===== src/logic/ccal_pkg.sv =====
package ccal_pkg;
  localparam int NUM_CH = 3;
  localparam int PHASE_W = 10;
  localparam int ACC_W = 16;
  localparam int CNT_W = 15;
  localparam int CODE_W = 4;
  // system clock rate and the modulator sample rate derived from it
  localparam int CLK_HZ = 25000000;
  localparam int MOD_HZ = 2083333;
  localparam int MOD_DIV = CLK_HZ / MOD_HZ;
  localparam logic [7:0] MOD_DIV_LAST = 8'(MOD_DIV - 1);
  // decimation ratio codes, ratio = 64 << code
  localparam logic [CODE_W-1:0] RATIO_CODE_MAX = 4'h8;
  localparam logic [CNT_W-1:0] RATIO_MIN = 15'h0040;
  // half of ratio 1024, the largest ratio that still clips to half the ratio
  localparam logic [CNT_W-1:0] HALF_CAP = 15'h0200;
  localparam logic [PHASE_W-1:0] PHASE_ZERO = 10'h000;

  typedef logic signed [PHASE_W-1:0] ccal_phase_t;

  typedef struct packed {
    logic [ACC_W-1:0] ch2;
    logic [ACC_W-1:0] ch1;
    logic [ACC_W-1:0] ch0;
  } ccal_frame_t;
endpackage


===== src/logic/ccal_top.sv =====
`timescale 1ns/100ps
// What this block does
// RULE_01 - phase field is signed two's complement, offset in modulator cycles
// RULE_02 - every channel has its own ten-bit phase field
// RULE_03 - each result comes from exactly one ratio count of consecutive samples; the first result after reset counts only samples since reset
// RULE_04 - with equal phases all channel windows line up in time
// RULE_05 - ratios up to 1024 accept minus half ratio to half ratio minus one
// RULE_06 - ratios above 1024 limit phase to minus 512 through 511
// RULE_07 - out-of-range phase saturates to nearest limit, never wraps
// RULE_08 - smallest ratio limits phase to minus 32 through 31
// RULE_09 - data-ready timing follows the applied channel phases
// RULE_10 - host does whole-sample shifts by index, device only the remainder
// RULE_11 - positive phase starts window later, negative earlier than reference
module ccal_top (
  input wire logic clock,
  input wire logic srst,
  input wire logic [ccal_pkg::CODE_W-1:0] decimation_ratio,
  input wire logic [ccal_pkg::NUM_CH*ccal_pkg::PHASE_W-1:0] channel_phase_offset,
  input wire logic [ccal_pkg::NUM_CH-1:0] mod_bits,
  input wire logic out_ready,
  output ccal_pkg::ccal_frame_t out_frame,
  output logic out_valid,
  output logic sample_available_n,
  output logic mod_tick_out
);
  // ************************************************************
  // modulator rate enable
  // ************************************************************
  logic [7:0] div_q, div_d;
  logic tick_q, tick_d;

  always_comb begin
    tick_d = 1'b0;
    div_d = div_q + 8'h01;
    if (div_q == ccal_pkg::MOD_DIV_LAST) begin
      div_d = 8'h00;
      tick_d = 1'b1;
    end
  end

  always_ff @(posedge clock) begin
    if (srst) begin
      div_q <= 8'h00;
      tick_q <= 1'b0;
    end else begin
      div_q <= div_d;
      tick_q <= tick_d;
    end
  end

  // ************************************************************
  // reference window counter and phase clipping
  // ************************************************************
  logic [ccal_pkg::CNT_W-1:0] ratio, half, lim, ref_q, ref_d;
  logic [ccal_pkg::CODE_W-1:0] code;
  logic signed [ccal_pkg::CNT_W:0] lo, hi;
  logic [ccal_pkg::NUM_CH-1:0] boundary;

  always_comb begin
    // unsupported codes fall back to the largest ratio
    code = (decimation_ratio > ccal_pkg::RATIO_CODE_MAX) ?
           ccal_pkg::RATIO_CODE_MAX : decimation_ratio;
    ratio = ccal_pkg::RATIO_MIN << code;
    half = ratio >> 1;
    lim = (half > ccal_pkg::HALF_CAP) ? ccal_pkg::HALF_CAP : half; // [RULE_05] [RULE_06] [RULE_08]
    lo = -$signed({1'b0, lim});
    hi = $signed({1'b0, lim}) - 16'sd1;
  end

  always_comb begin
    ref_d = ref_q;
    if (tick_q) begin
      ref_d = (ref_q >= ratio - 15'h0001) ? '0 : ref_q + 15'h0001;
    end
  end

  always_ff @(posedge clock) begin
    if (srst) begin
      ref_q <= '0;
    end else begin
      ref_q <= ref_d;
    end
  end

  // ************************************************************
  // per-channel windows
  // ************************************************************
  logic [ccal_pkg::ACC_W-1:0] res [ccal_pkg::NUM_CH];
  logic [ccal_pkg::NUM_CH-1:0] res_vld;

  for (genvar c = 0; c < ccal_pkg::NUM_CH; c++) begin : g_ch
    ccal_pkg::ccal_phase_t raw;
    logic signed [ccal_pkg::CNT_W:0] wide, applied;
    logic [ccal_pkg::CNT_W-1:0] start;

    always_comb begin
      raw = channel_phase_offset[c*ccal_pkg::PHASE_W +: ccal_pkg::PHASE_W]; // [RULE_02]
      wide = 16'(raw); // [RULE_01]
      applied = wide;
      if (wide < lo) begin
        applied = lo; // [RULE_07]
      end else if (wide > hi) begin
        applied = hi; // [RULE_07]
      end
      // window starts at reference plus applied phase, modulo the ratio
      start = (15'(applied) + ratio) & (ratio - 15'h0001); // [RULE_11]
      boundary[c] = (ref_q == start); // [RULE_04]
    end

    ccal_chan u_chan (
      .clock(clock),
      .srst(srst),
      .mod_tick(tick_q),
      .mod_bit(mod_bits[c]),
      .boundary(boundary[c]),
      .result(res[c]),
      .result_valid(res_vld[c])
    );
  end

  // ************************************************************
  // frame gather: ready only once every channel window has closed
  // ************************************************************
  logic [ccal_pkg::NUM_CH-1:0] done_q, done_d;
  logic push;
  ccal_pkg::ccal_frame_t frame_in;
  logic tv_q, tv_d, hv_q, hv_d, in_ready;

  assign frame_in = '{ch2: res[2], ch1: res[1], ch0: res[0]};
  assign in_ready = !tv_q;

  always_comb begin
    // latest channel to close sets the frame moment, so phases move it
    push = (&(done_q | res_vld)) && in_ready; // [RULE_09]
    done_d = done_q | res_vld;
    if (push) begin
      done_d = '0;
    end
  end

  always_ff @(posedge clock) begin
    if (srst) begin
      done_q <= '0;
    end else begin
      done_q <= done_d;
    end
  end

  // ************************************************************
  // two-entry buffer, head drives the outputs
  // ************************************************************
  ccal_pkg::ccal_frame_t head_q, head_d, tail_q, tail_d;
  logic pop, rdy_n_q, rdy_n_d;

  always_comb begin
    pop = hv_q && out_ready;
    head_d = head_q;
    tail_d = tail_q;
    hv_d = hv_q;
    tv_d = tv_q;
    if (pop) begin
      if (tv_q) begin
        head_d = tail_q;
        tv_d = 1'b0;
        if (push) begin
          tail_d = frame_in;
          tv_d = 1'b1;
        end
      end else if (push) begin
        head_d = frame_in;
      end else begin
        hv_d = 1'b0;
      end
    end else if (push) begin
      if (hv_q) begin
        tail_d = frame_in;
        tv_d = 1'b1;
      end else begin
        head_d = frame_in;
        hv_d = 1'b1;
      end
    end
    rdy_n_d = !hv_d; // [RULE_09]
  end

  always_ff @(posedge clock) begin
    if (srst) begin
      head_q <= '0;
      tail_q <= '0;
      hv_q <= 1'b0;
      tv_q <= 1'b0;
      rdy_n_q <= 1'b1;
    end else begin
      head_q <= head_d;
      tail_q <= tail_d;
      hv_q <= hv_d;
      tv_q <= tv_d;
      rdy_n_q <= rdy_n_d;
    end
  end

  assign out_frame = head_q;
  assign out_valid = hv_q;
  assign sample_available_n = rdy_n_q;
  assign mod_tick_out = tick_q;
endmodule // ccal_top


===== src/logic/ccal_chan.sv =====
`timescale 1ns/100ps
// one decimation window per channel: counts modulator ones over one ratio count
module ccal_chan (
  input wire logic clock,
  input wire logic srst,
  input wire logic mod_tick,
  input wire logic mod_bit,
  input wire logic boundary,
  output logic [ccal_pkg::ACC_W-1:0] result,
  output logic result_valid
);
  logic [ccal_pkg::ACC_W-1:0] acc_q, acc_d, res_q, res_d;
  logic vld_q, vld_d;

  always_comb begin
    acc_d = acc_q;
    res_d = res_q;
    vld_d = 1'b0;
    if (mod_tick) begin
      if (boundary) begin
        // window closes: samples since the last boundary, or since reset, become the result
        res_d = acc_q; // [RULE_03]
        vld_d = 1'b1;
        acc_d = {{(ccal_pkg::ACC_W-1){1'b0}}, mod_bit};
      end else begin
        acc_d = acc_q + {{(ccal_pkg::ACC_W-1){1'b0}}, mod_bit};
      end
    end
  end

  always_ff @(posedge clock) begin
    if (srst) begin
      acc_q <= '0;
      res_q <= '0;
      vld_q <= 1'b0;
    end else begin
      acc_q <= acc_d;
      res_q <= res_d;
      vld_q <= vld_d;
    end
  end

  assign result = res_q;
  assign result_valid = vld_q;
endmodule // ccal_chan


===== config.mk =====
export PLATFORM = sky130hd
export DESIGN_NAME = ccal_top
export DESIGN_NICKNAME = d
export VERILOG_FILES = /design/src/logic/ccal_pkg.sv /design/src/logic/ccal_top.sv /design/src/logic/ccal_chan.sv
export SDC_FILE = /design/constraint.sdc
export NUM_CORES = 1
export LEC_CHECK = 0
export BUFFER_PORTS_ARGS = -buffer_cell sky130_fd_sc_hd__buf_2
export CAP_MARGIN = 20
export CELL_PAD_IN_SITES_DETAIL_PLACEMENT = 1
export CELL_PAD_IN_SITES_GLOBAL_PLACEMENT = 1
export CORE_ASPECT_RATIO = 1.75
export CORE_MARGIN = 2
export CORE_UTILIZATION = 42
export CTS_CLUSTER_SIZE = 30
export DETAILED_ROUTE_END_ITERATION = 16
export PLACE_DENSITY_LB_ADDON = 0.1
export SYNTH_ARGS = -nofsm -noshare
export SYNTH_HDL_FRONTEND = slang
export SYNTH_SLANG_ARGS = --single-unit

===== constraint.sdc =====
create_clock -name clock -period 6.7 [get_ports clock]
set_input_delay 0 -clock clock [delete_from_list [all_inputs] [get_ports clock]]
set_output_delay 0 -clock clock [all_outputs]
set_load 0.05 [all_outputs]

[Yosys cells after proc, flatten, opt, wreduce, memory -nomap -nowiden]
Cells that the tools add are included.
Operators by class
  add/subtract/negate cells: 11
  divide/modulo/power cells: 0
  mux-type cells: 34
  bitwise operators: 5
  equality and inequality tests: 7
  reductions and logical operators: 17
  shift-type cells: 1
  multipliers: 0
  $lt $le $gt $ge: 9
Operator list (count)
  $mux W48: 9
  $mux W15: 7
  $add A16 B1 Y16: 3
  $lt A10 B16 Y1: 3
  $mux W16: 3
  $add A15 B15 Y15: 3
  $and A15 B15 Y15: 3
  $eq A15 B15 Y1: 3
  $gt A10 B15 Y1: 3
  $neg A14 Y16: 1
  $add A15 B1 Y15 const B: 1
  $ge A15 B15 Y1: 1
  $shl A7 B4 Y15 const A: 1
  $sub A14 B1 Y15 const B: 1
  $sub A15 B1 Y15 const B: 1
  $gt A14 B10 Y1 const B: 1
  $mux W14: 1
  $mux W1: 13
  $add A8 B1 Y8 const B: 1
  $eq A8 B4 Y1 const B: 1
  $reduce_and A2 Y1: 4
  $reduce_and A3 Y1: 2
  $reduce_bool A2 Y1: 3
  $reduce_or A2 Y1: 3
  9 further kinds: 12
Word-level totals
  word-level logic and storage cells: 106
  bits of input ports: 40
  latch bits: 0
  bits in read-only memories: 0
  bits in registers: 225
  memories kept: 0
  bits in writable memories: 0

[Depth between registers and ports, before layout]
Gate-level depths: netlist (run 1).
  depth in word-level cells: 13
  depth in mapped cells: 31

[Hierarchy]
A second synthesis (run 1) with hierarchy kept.
Unflattened totals
  cells, all modules: 1530
  area, all modules: 12941.2 µm²
By module, submodules not included
  ccal_top: seq. area each 2522.4 µm², area each 9176.3 µm², instances 1, cells each 1161
  ccal_chan: seq. area each 660.6 µm², area each 1255.0 µm², instances 3, cells each 123

[Worst setup path before layout (run 1)]
No wires, ideal clock.
  path type: input to register
  start: input decimation_ratio[3] (netlist name)
  end: register g_ch[0].u_chan.res_q, in the netlist g_ch[0].u_chan.result[10]
  path slack: -0.271 ns
  stages: 29
  arrival: 6.901 ns
  path through: clkbuf_1 > nor2_1 > clkbuf_1 > clkinv_1 > nor2_1 > inv_1 > ha_1 > xor2_1 > inv_1 > ha_1 > o21a_1 > o221a_2 > o211ai_1 > clkbuf_1 > or3_1 > nand3_1 > ha_1 > a21oi_1 > o221ai_1 > a21oi_1 > xnor2_1 > nand2_1 > a2111o_1 > a2111oi_0 > and4_1 > clkbuf_1 > clkbuf_1 > nand4_1 > a21oi_1
Between the ends
  cells in the longest elaborated chain, start to end: 13
  elaborated cells on any way between the ends: 16
RTL lines
  start: declaration: RTL line ccal_top.sv:17  | input wire logic [ccal_pkg::CODE_W-1:0] decimation_ratio,
  $gt A4 B4 Y1: RTL line ccal_top.sv:61  | code = (decimation_ratio > ccal_pkg::RATIO_CODE_MAX) ?
  $mux W4 (*): RTL line ccal_top.sv:61
  $shl A7 B4 Y15 (*): RTL line ccal_top.sv:63  | ratio = ccal_pkg::RATIO_MIN << code;
  $gt A14 B10 Y1: RTL line ccal_top.sv:65  | lim = (half > ccal_pkg::HALF_CAP) ? ccal_pkg::HALF_CAP : half;
  $mux W14: RTL line ccal_top.sv:65
  $sub A14 B1 Y15: RTL line ccal_top.sv:67  | hi = $signed({1'b0, lim}) - 16'sd1;
  $gt A10 B15 Y1: RTL line ccal_top.sv:102  | end else if (wide > hi) begin
  $mux W15: RTL line ccal_top.sv:102
  $mux W15: RTL line ccal_top.sv:100  | if (wide < lo) begin
  $add A15 B15 Y15: RTL line ccal_top.sv:106  | start = (15'(applied) + ratio) & (ratio - 15'h0001);
  $and A15 B15 Y15 (*): RTL line ccal_top.sv:106
  $eq A15 B15 Y1 (*): RTL line ccal_top.sv:107  | boundary[c] = (ref_q == start);
  $reduce_and A2 Y1 (no source line) (*)
  end signal: assignment: RTL line ccal_chan.sv:38  | res_q <= res_d;
  end: declaration: RTL line ccal_chan.sv:12  | logic [ccal_pkg::ACC_W-1:0] acc_q, acc_d, res_q, res_d;
Every way passes the cells marked *; elsewhere a longest branch is shown, timed or not.
A chain may end at the register's enable or synchronous reset.

[Worst setup path after layout (run 1)]
  start: input decimation_ratio[0] (netlist name)
  end: register g_ch[1].u_chan.vld_q
Between the ends
  cells in the longest elaborated chain, start to end: 13
  elaborated cells on any way between the ends: 16
RTL lines
  $gt A4 B4 Y1: RTL line ccal_top.sv:61
  $mux W4 (*): RTL line ccal_top.sv:61
  $shl A7 B4 Y15 (*): RTL line ccal_top.sv:63
  $gt A14 B10 Y1: RTL line ccal_top.sv:65
  $mux W14: RTL line ccal_top.sv:65
  $sub A14 B1 Y15: RTL line ccal_top.sv:67
  $gt A10 B15 Y1: RTL line ccal_top.sv:102
  $mux W15: RTL line ccal_top.sv:102
  $mux W15: RTL line ccal_top.sv:100
  $add A15 B15 Y15: RTL line ccal_top.sv:106
  $and A15 B15 Y15 (*): RTL line ccal_top.sv:106
  $eq A15 B15 Y1 (*): RTL line ccal_top.sv:107
  $mux W1 (*): RTL line ccal_chan.sv:20  | if (boundary) begin
  end signal: assignment: RTL line ccal_chan.sv:39  | vld_q <= vld_d;
  end: declaration: RTL line ccal_chan.sv:13  | logic vld_q, vld_d;
Marks and branches as above.

==> run summary, run 1 <==
The flow ran to the end, and the final reports show no timing, DRC or antenna violations. Timing would allow up to 162 MHz. The most critical setup path has its startpoint at decimation_ratio[0].

The tree built by TritonCTS fans out to 225 sinks. The tools report the initial antenna violation count as 0. In the layout the commonest cells are 233 x nand2_1, 224 x dfxtp_1, 135 x a21oi_1. The cell accounting for the most synthesized area was dfxtp_1. For this run, the slowest stage of the critical path takes 0.59 ns. Post-route fraction of the period consumed by the critical path: 0.920. The logs give 0.318 for the normalized max-slew margin and 505 for the count of routing violations after the opening detailed-route iteration.

After filler insertion, the fill cell instance count of the layout stands at 3981. The pin count of the biggest net entering global routing is 98, and the final cell count without fillers is 2227. The clock slew seen by the registers of the worst setup and hold paths works out to 0.06 ns. The logs give 0.00218 W for the internal power and 6.32 nW for the leakage power summed over all cells. The critical path's top delay family was simple AND/OR/NAND/NOR gates.

Clock tree synthesis selected as its root buffer the cell clkbuf_16. In the synthesized netlist the dominant register cell turns out to be dfxtp_1. The share of synthesized area occupied by flip-flops and latches is 0.328, and the number of iterations in the first detailed-routing pass is 5. The logs give 0 ns for the setup total negative slack and 0 for the number of remaining DRC errors. The run gives 0.190 as the combinational share of power.

The peak supply drop was 0.000208 V; the final setup violation count was 0. The switching portion of total power was 0.286; the async set or reset register ratio after synthesis was 0. The total of cells resized after clock tree synthesis came out at 0.

The synthesis-stage register bit count works out to 225. Including well taps, the total number of placed cells is 2187. The critical path in this run is classified as input port to flip-flop.

The critical-path maximum fanout is 14. The data arrival time at the worst-slack endpoint is 6.60 ns. The routed layout has 13.1k vias.

The CTS buffer count is 20. The routed wire length was 46.2 mm; the buffers plus inverters on the worst setup path was 2. At the worst endpoint, the required time is 7.14 ns.

For this design the total switching power over the nets is 0.000873 W. The die is 243 um tall. The portion of synthesized cell area occupied by the leading cell type is 0.328, and the synthesized area per cell is 8.01 um2.

For this run, the post-layout net count is 1957. The maximum level of the CTS H-tree was 1. Most frequent standard cell in the layout excluding fill and tap cells: nand2_1. Counting distinct cell types in the post-synthesis netlist gives 81. Once routing completed, OpenROAD measured the worst setup slack at 0.538 ns. The initialized floorplan defines 87 standard-cell rows. The number of slew-limit violations in the final report is 0. The run gives 0.369 as the clock network power share. The largest individual stage delay along the critical path comes from the cell or4_1. In this run the horizontal extent of the chip is 141 um.

The min-delay analysis places its worst path in the category input port to flip-flop. The wire length of the first global-routing pass is 72.7 mm. The longest clock path from root to sink contains 3 buffers.

The tools report the hold violation count in the final report as 0. The half-perimeter wire length after placement came out at 35.1 mm. The dominant cell type by count on the critical path is o21ai_0. The endpoint type of the worst setup path is a flip-flop. The worst hold path begins at srst.

In this run the remaining antenna-violating nets after routing total 0. The count of mapped cells out of synthesis was 1717; the area of the die was 34300 um2. The core area was 32200 um2. The repair_antennas step left the layout with diodes totalling 0. TritonCTS built the clock tree.

The initial core utilization was 0.427; the sequential cell area in the final layout was 4510 um2. Pin slew with the least headroom to its limit: 1.02 ns. Before CTS, the worst setup slack after placement is 0.0470 ns. Dividing the detail-routed wire length by the instance count gives 20.7 um. The tools report the global-route usage over all layers as 0.265.

Setup repair after global routing left no endpoint under its margin. At the later pin of the worst-skew pair, clock insertion delay measures 0.51 ns. The number of placed I/O pins is 91. The cell area power density came out at 195 nW/um2.

For the via count of the first global-routing pass, the log shows 13.7k. Across the routed clock network, the largest skew measured is 0.0177 ns. The tool flagged a number of max-cap violations equal to 0. The count of buffers added on input and output ports is 90.

The final critical delay including setup and external delays is 6.16 ns. Summing every instance area after synthesis gives 13700 um2. Fraction of final layout cells sized beyond drive strength 1: 0.118. The count of flip-flops with a built-in enable after synthesis is 0, and the area growth from synthesis to layout is 13.6%. The congestion estimate from routability-driven global placement came to 0.940.

After global routing the overflow that remains totals 0. The tools report the part of the total power dissipated in sequential elements as 0.441. In the post-synthesis netlist, the biggest area contributors are dfxtp_1 33%, ha_1 9.1%, nand2_1 6.4%, mux2i_1 5.2%, a21oi_1 5.0%. The tools report the worst reg2reg path startpoint as ref_q[13]$_SDFFE_PP0P_.

Traced cell by cell, the critical path runs through buf_2 > or4_1 > ha_1 > ha_1 > nand4_1 > or3_1 > or3_1 > o311a_1 > nor2_1 > nor3_1 > a31oi_1 > o21ai_0 > fa_1 > a21oi_1 > o22ai_1 > a21bo_2 > o21ai_0 > nand4_1 > a2111oi_0 > o21ai_0 > or3b_2 > nor4_2 > buf_4 > and2_1. The worst setup path is launched from an input port. The via density per instance is 5.88.

In the final layout, the multi-input gates occupy 8810 um2. During synthesis, Yosys emitted a total of 0 warnings.
-- Yosys cell counts, drive strengths merged, types with 6 or more instances --
cell type	n
xnor2	36
nor2	135
clkbuf	96
or2	6
o2111ai	8
a2111oi	7
nand2b	11
a21oi	136
mux2i	72
nand2	233
o21a	12
a21o	20
xor2	41
nor3	72
o31ai	24
ha	100
o21ai	57
o211ai	16
dfxtp	225
nand4	42
buf	14
inv	42
nor2b	13
nor4	10
a31oi	12
and3	23
o22ai	7
and4	8
a211oi	63
and2	6
nand3	66
or3	9
nor3b	9
-- path summary, 6_finish.rpt --
check	end	slack [ns]	cells past startpoint
max	g_ch[1].u_chan.result_valid$_SDFF_PP0_	0.54	24
min	tail_q[16]$_SDFFE_PP0P_	0.02	2
max reg2reg	g_ch[2].u_chan.result[3]$_SDFFE_PP0P_	3.26	12
min reg2reg	div_q[0]$_SDFF_PP0_	0.45	1
-- sequential cells by signal, indices dropped and copies added, names as in the netlist --
signal	flops
tv_q	1
ref_q	15
g_ch.u_chan.acc_q	48
div_q	8
out_frame	48
g_ch.u_chan.result_valid	3
mod_tick_out	1
out_valid	1
sample_available_n	1
g_ch.u_chan.result	48
tail_q	48
done_q	3
-- per-layer routing --
layer  vias up  routed length [um]  track usage
met3       114                 793       0.0157
met4         0                3020        0.158
met1      6359               16700        0.260
li1       6395                   -            -
met2       223               25600        0.531
met5         -                   0            0
-- cell type report --
class	instances	share of cell area
Multi-Input combinational cell	1363	0.564
Clock inverter	4	0.00152
Clock buffer	31	0.0386
Sequential cell	225	0.288
Inverter	45	0.0109
Timing Repair Buffer	159	0.0643
Tap cell	400	0.0320
-- per-stage QoR --
| step | hold WS, ns | cell area, um2 | utilization | power (W) |
|---|---|---|---|---|
| 2_1_floorplan | 0.0957 | 13900 | - | 0.00175 |
| 3_3_place_gp | 0.247 | 14900 | 0.464 | 0.00194 |
| 3_5_place_dp | 0.263 | 14900 | 0.464 | 0.00195 |
| 4_1_cts | 0.0276 | 15600 | 0.485 | 0.00308 |
| 5_1_grt | 0.0569 | 15600 | 0.485 | 0.00318 |
| 6_report | 0.0238 | 15600 | 0.485 | 0.00305 |
-- worst reg2reg max path: stages, from the launching register on --
cell	delay (ns)
dfxtp_1	0.73
nor2b_1	0.10
buf_4	0.21
o21ai_0	0.16
and4_1	0.24
o2111ai_1	0.11
nor4_1	0.19
nor4b_1	0.28
nand4_1	0.23
a2111o_1	0.47
buf_4	0.22
o21ai_0	0.23
a21oi_1	0.11
-- kinds of logic (layout without fill, tap and decap cells) --
group                    count (synthesis)  count (layout)  share of synthesized area
adder cells (fa/ha/maj)                103             103                     0.0954
XOR/XNOR                                77              77                     0.0491
buffers and inverters                  155             239                     0.0438
flip-flops                             225             225                      0.328
AND/OR/NAND/NOR                        661             661                      0.228
AO/OA/AOI/OAI                          420             420                      0.201
multiplexers                            74              74                     0.0541
other                                    2              28                   0.000546
-- power by group through the flow --
stage	sequential [W]	clock [W]	combinational [W]
floorplan	0.00137	0	0.000373
global placement	0.00138	0	0.000561
detailed placement	0.00138	0	0.000573
CTS	0.00134	0.00116	0.000578
global route	0.00134	0.00120	0.000638
finish	0.00134	0.00113	0.000580
-- repair_timing --
| action | CTS | global route |
|---|---|---|
| buffers inserted | 0 | 0 |
| hold buffers | 4 | 0 |
| endpoints found under the setup margin | 0 | 0 |
| endpoints found under the hold margin | 4 | 0 |
No activity file was read; power rests on OpenSTA's default activity.
==> inputs of run 2 (changes only) <==
--- a/config.mk
+++ b/config.mk
@@ -5,13 +5,14 @@
 export SDC_FILE = /design/constraint.sdc
 export NUM_CORES = 1
 export LEC_CHECK = 0
+export ABC_AREA = 1
 export BUFFER_PORTS_ARGS = -buffer_cell sky130_fd_sc_hd__buf_2
 export CAP_MARGIN = 20
 export CELL_PAD_IN_SITES_DETAIL_PLACEMENT = 1
 export CELL_PAD_IN_SITES_GLOBAL_PLACEMENT = 1
 export CORE_ASPECT_RATIO = 1.75
 export CORE_MARGIN = 2
-export CORE_UTILIZATION = 42
+export CORE_UTILIZATION = 40
 export CTS_CLUSTER_SIZE = 30
 export DETAILED_ROUTE_END_ITERATION = 16
 export PLACE_DENSITY_LB_ADDON = 0.1
==> run summary, run 2 <==
The flow ran to the end, and the final reports show no timing, DRC or antenna violations. The via count of the first global-routing pass is 13.7k, and the area of the die is 34900 um2. For the pin with the worst max-slew slack, the measured transition is 0.955 ns.

Count of routing violations after the opening detailed-route iteration: 474. The multiplexer share of the synthesized area is 0. Remaining antenna violation count after routing: 0.

Max-cap violations in this run came to 0. In this run the power density over the cells is 201 nW/um2. For the initial antenna violation count, the log shows 1.

For this run, design rule violations remaining after detail routing come to 0. After synthesis the cells add up to 13400 um2. TritonCTS built the clock tree.

The number of nets in the final layout was 2187. For the source-to-sink clock delay at the later pin of the worst-skew pair, the log shows 0.50 ns. The tools report the number of different library cells in the post-synthesis netlist as 50. After synthesis, the cell types taking the most area are dfxtp_1 34%, ha_1 9.4%, nor2_1 9.3%, nand2_1 7.9%, o21ai_0 7.1%.

For this design the top-level I/O count stands at 91. The logs give 0 for the hold violation count in the final report and 33.6 mm for the half-perimeter wire length after placement. Maximum level of the CTS H-tree: 1. Master cell of the clock root buffer: clkbuf_16.

From left edge to right edge, the die measures 142 um. The largest stage delay on the critical path was 0.41 ns. For the normalized max-slew margin, the log shows 0.363. The count of flip-flops with a built-in enable after synthesis works out to 0.

The synthesized-area fraction occupied by and/or/nand/nor cells was 0.282. After clock tree synthesis, the clock-pin slew on the worst setup and hold paths is 0.07 ns. The largest family of logic cells by synthesized area was simple AND/OR/NAND/NOR gates. The worst-case IR drop observed on VDD is 0.000135 V. For this run, the leading register cell type out of synthesis is dfxtp_1.

The worst setup path is captured at a flip-flop. The worst slack after detailed placement is -0.0848 ns, and the xor-xnor portion of the synthesized cell area is 0.0143. Among cell families on the critical path, the largest total delay comes from simple AND/OR/NAND/NOR gates. The commonest cells after synthesis are 331 x nor2_1, 281 x nand2_1, 245 x inv_1, 225 x dfxtp_1, 189 x o21ai_0. The logs give 0.247 for the global-route usage over all layers and 7660 um2 for the combined area of the multi-input logic cells. Leaving out fill and tap cells, the most frequent cell in the layout is nor2_1. The run gives 0.337 as the share of synthesized area occupied by flip-flops and latches.

Routability-driven placement finished with a final weighted congestion of 0.932. STA classifies the critical path startpoint as an input port. The area growth from synthesis to layout was 12.2%; the via density per instance was 5.32. The run gives 0 as the number of slew-limit violations in the final report.

The total number of vias is 13.1k. Setup repair after global routing left no endpoint under its margin. The cell accounting for the most synthesized area is dfxtp_1. The die span in y is 246 um. In this run the standard cell core region covers 32900 um2. The run gives 6.53 ns as the data arrival time at the worst-slack endpoint. The critical path contains buffers and inverters numbering 7 combined. The CTS sink count was 225; the synthesized-area fraction occupied by adder cells was 0.0981. The async set or reset register ratio after synthesis is 0. The most common cell in the synthesized netlist is nor2_1. The peak clock frequency supported by timing is 164 MHz.

The portion of synthesized cell area occupied by the leading cell type was 0.337. The cell that appears most often on the critical path is nand2_1. The first detailed-routing pass took 4 iterations. Summed over all layers, the routed wires come to 42.8 mm.

After synthesis the netlist holds a flip-flop and latch count of 225. The area fraction in compound gates after synthesis was 0.169; the CTS buffer count was 21. The clock passes through at most 3 buffers. The number of port buffers came out at 90.

The required time of the critical path came out at 7.13 ns. The final cell utilization of the core came out at 0.455. The synthesized area per cell was 6.85 um2. Among all stages on the critical path, the largest delay is contributed by fa_1. The layout has 4353 filler cells. Summed over all cells, the static leakage comes to 6.77 nW.

In the final routed layout, each cell accounts on average for 17.4 um. Between clock sinks in the finished design, the worst skew comes to 0.0133 ns. The worst setup slack after layout was 0.603 ns; the pin count of the biggest net entering global routing was 110. The logs give 0.406 for the initial core utilization and 0 for the yosys synthesis warning count. Sequential cell area in the final layout: 4500 um2. Summed over all layers, the global routing overflow is 0.

The critical path start-end classification is input port to flip-flop. The run gives 1950 as the count of mapped cells out of synthesis. The min-delay analysis places its worst path in the category input port to flip-flop. Of all nets on the critical path, the largest fanout is 17. The final setup violation count is 0. The first global-routing pass estimated 68.9 mm of wire.

The initialized floorplan defines 88 standard-cell rows. The library cells used most frequently in the layout, excluding fill and tap cells, are 331 x nor2_1, 279 x nand2_1, 243 x inv_1. The fraction of final layout cells sized beyond drive strength 1 works out to 0.104. The final critical delay including setup and external delays was 6.10 ns; the post-route fraction of the period consumed by the critical path was 0.910.
## run 2: cell types whose count changed in the layout (fill, tap and decap cells not counted), moves of 37 or more
cell and change:
o21ai_0 +133, nand2_1 +46, nand3_1 +40, nor3_1 -37, nor2_1 +197, mux2i_1 -72
inv_1 +203
## run 2: what timing repair did
action	CTS	global route
endpoints found under the setup margin	0	15
resized for setup	0	2
hold endpoints to repair	4	0
hold buffers	4	0
buffers inserted	0	2
## run 2: final timing paths
path | depth (start not counted) | startpoint | end | slack [ns]
min | 2 | srst | g_ch[0].u_chan.result_valid$_SDFF_PP0_ | 0.15
min reg2reg | 2 | tail_q[4]$_SDFFE_PP0P_ | tail_q[4]$_SDFFE_PP0P_ | 0.45
max reg2reg | 16 | ref_q[7]$_SDFFE_PP0P_ | g_ch[0].u_chan.result[8]$_SDFFE_PP0P_ | 3.45
max | 41 | decimation_ratio[3] | g_ch[0].u_chan.result[8]$_SDFFE_PP0P_ | 0.60
## run 2: through the flow
step	power, W	instances	area (um2)	TNS (ns)	hold slack [ns]
2_1_floorplan	0.00172	1976	13500	0	0.177
3_3_place_gp	0.00188	2420	14300	0	0.363
3_5_place_dp	0.00189	2420	14300	-0.977	0.375
4_1_cts	0.00305	2461	15000	0	0.141
5_1_grt	0.00317	2463	15000	0	0.182
6_report	0.00302	2464	15000	0	0.147
## run 2: kinds of logic (layout without fill, tap and decap cells)
| kind of cell | after synthesis | after routing |
|---|---|---|
| AND/OR/NAND/NOR | 859 | 859 |
| AO/OA/AOI/OAI | 409 | 409 |
| buffers and inverters | 331 | 413 |
| flip-flops | 225 | 225 |
| adder cells (fa/ha/maj) | 103 | 103 |
| XOR/XNOR | 21 | 21 |
| other | 2 | 29 |
## run 2: area by class of cell
type,instances,area share
diodes,1,0.000167
clock buffers,29,0.0397
clock inverters,8,0.00325
inverters,253,0.0639
multi-input cells,1420,0.511
flip-flops and latches,225,0.300
well taps,405,0.0338
repair buffers,123,0.0481
## run 2: worst reg2reg max path: stages (launching register included)
cell and delay (ns):
dfxtp_1 0.39, inv_1 0.14, xor2_1 0.18, or2_2 0.27, a21oi_1 0.12, o2111ai_1 0.11
nor2_1 0.18, nand2_1 0.09, nor2_1 0.19, nand2_1 0.07, nor2_1 0.33, nand3_1 0.19
nor2_4 0.15, nand3_4 0.21, inv_2 0.27, o21ai_0 0.13, nor2_1 0.15
## run 2: metal layers
metal	vias up	track usage	share of wire
li1	6566	-	-
met1	6234	0.234	0.36
met2	191	0.493	0.55
met3	117	0.0187	0.019
met4	0	0.160	0.072
met5	-	0	0
## run 2: report_power, final
part	leakage, nW	total (W)	switching (W)	internal, W
Combinational	4.64	0.000528	0.000351	0.000177
Clock	0.322	0.00115	0.000525	0.000626
Sequential	1.81	0.00134	0.000000982	0.00134
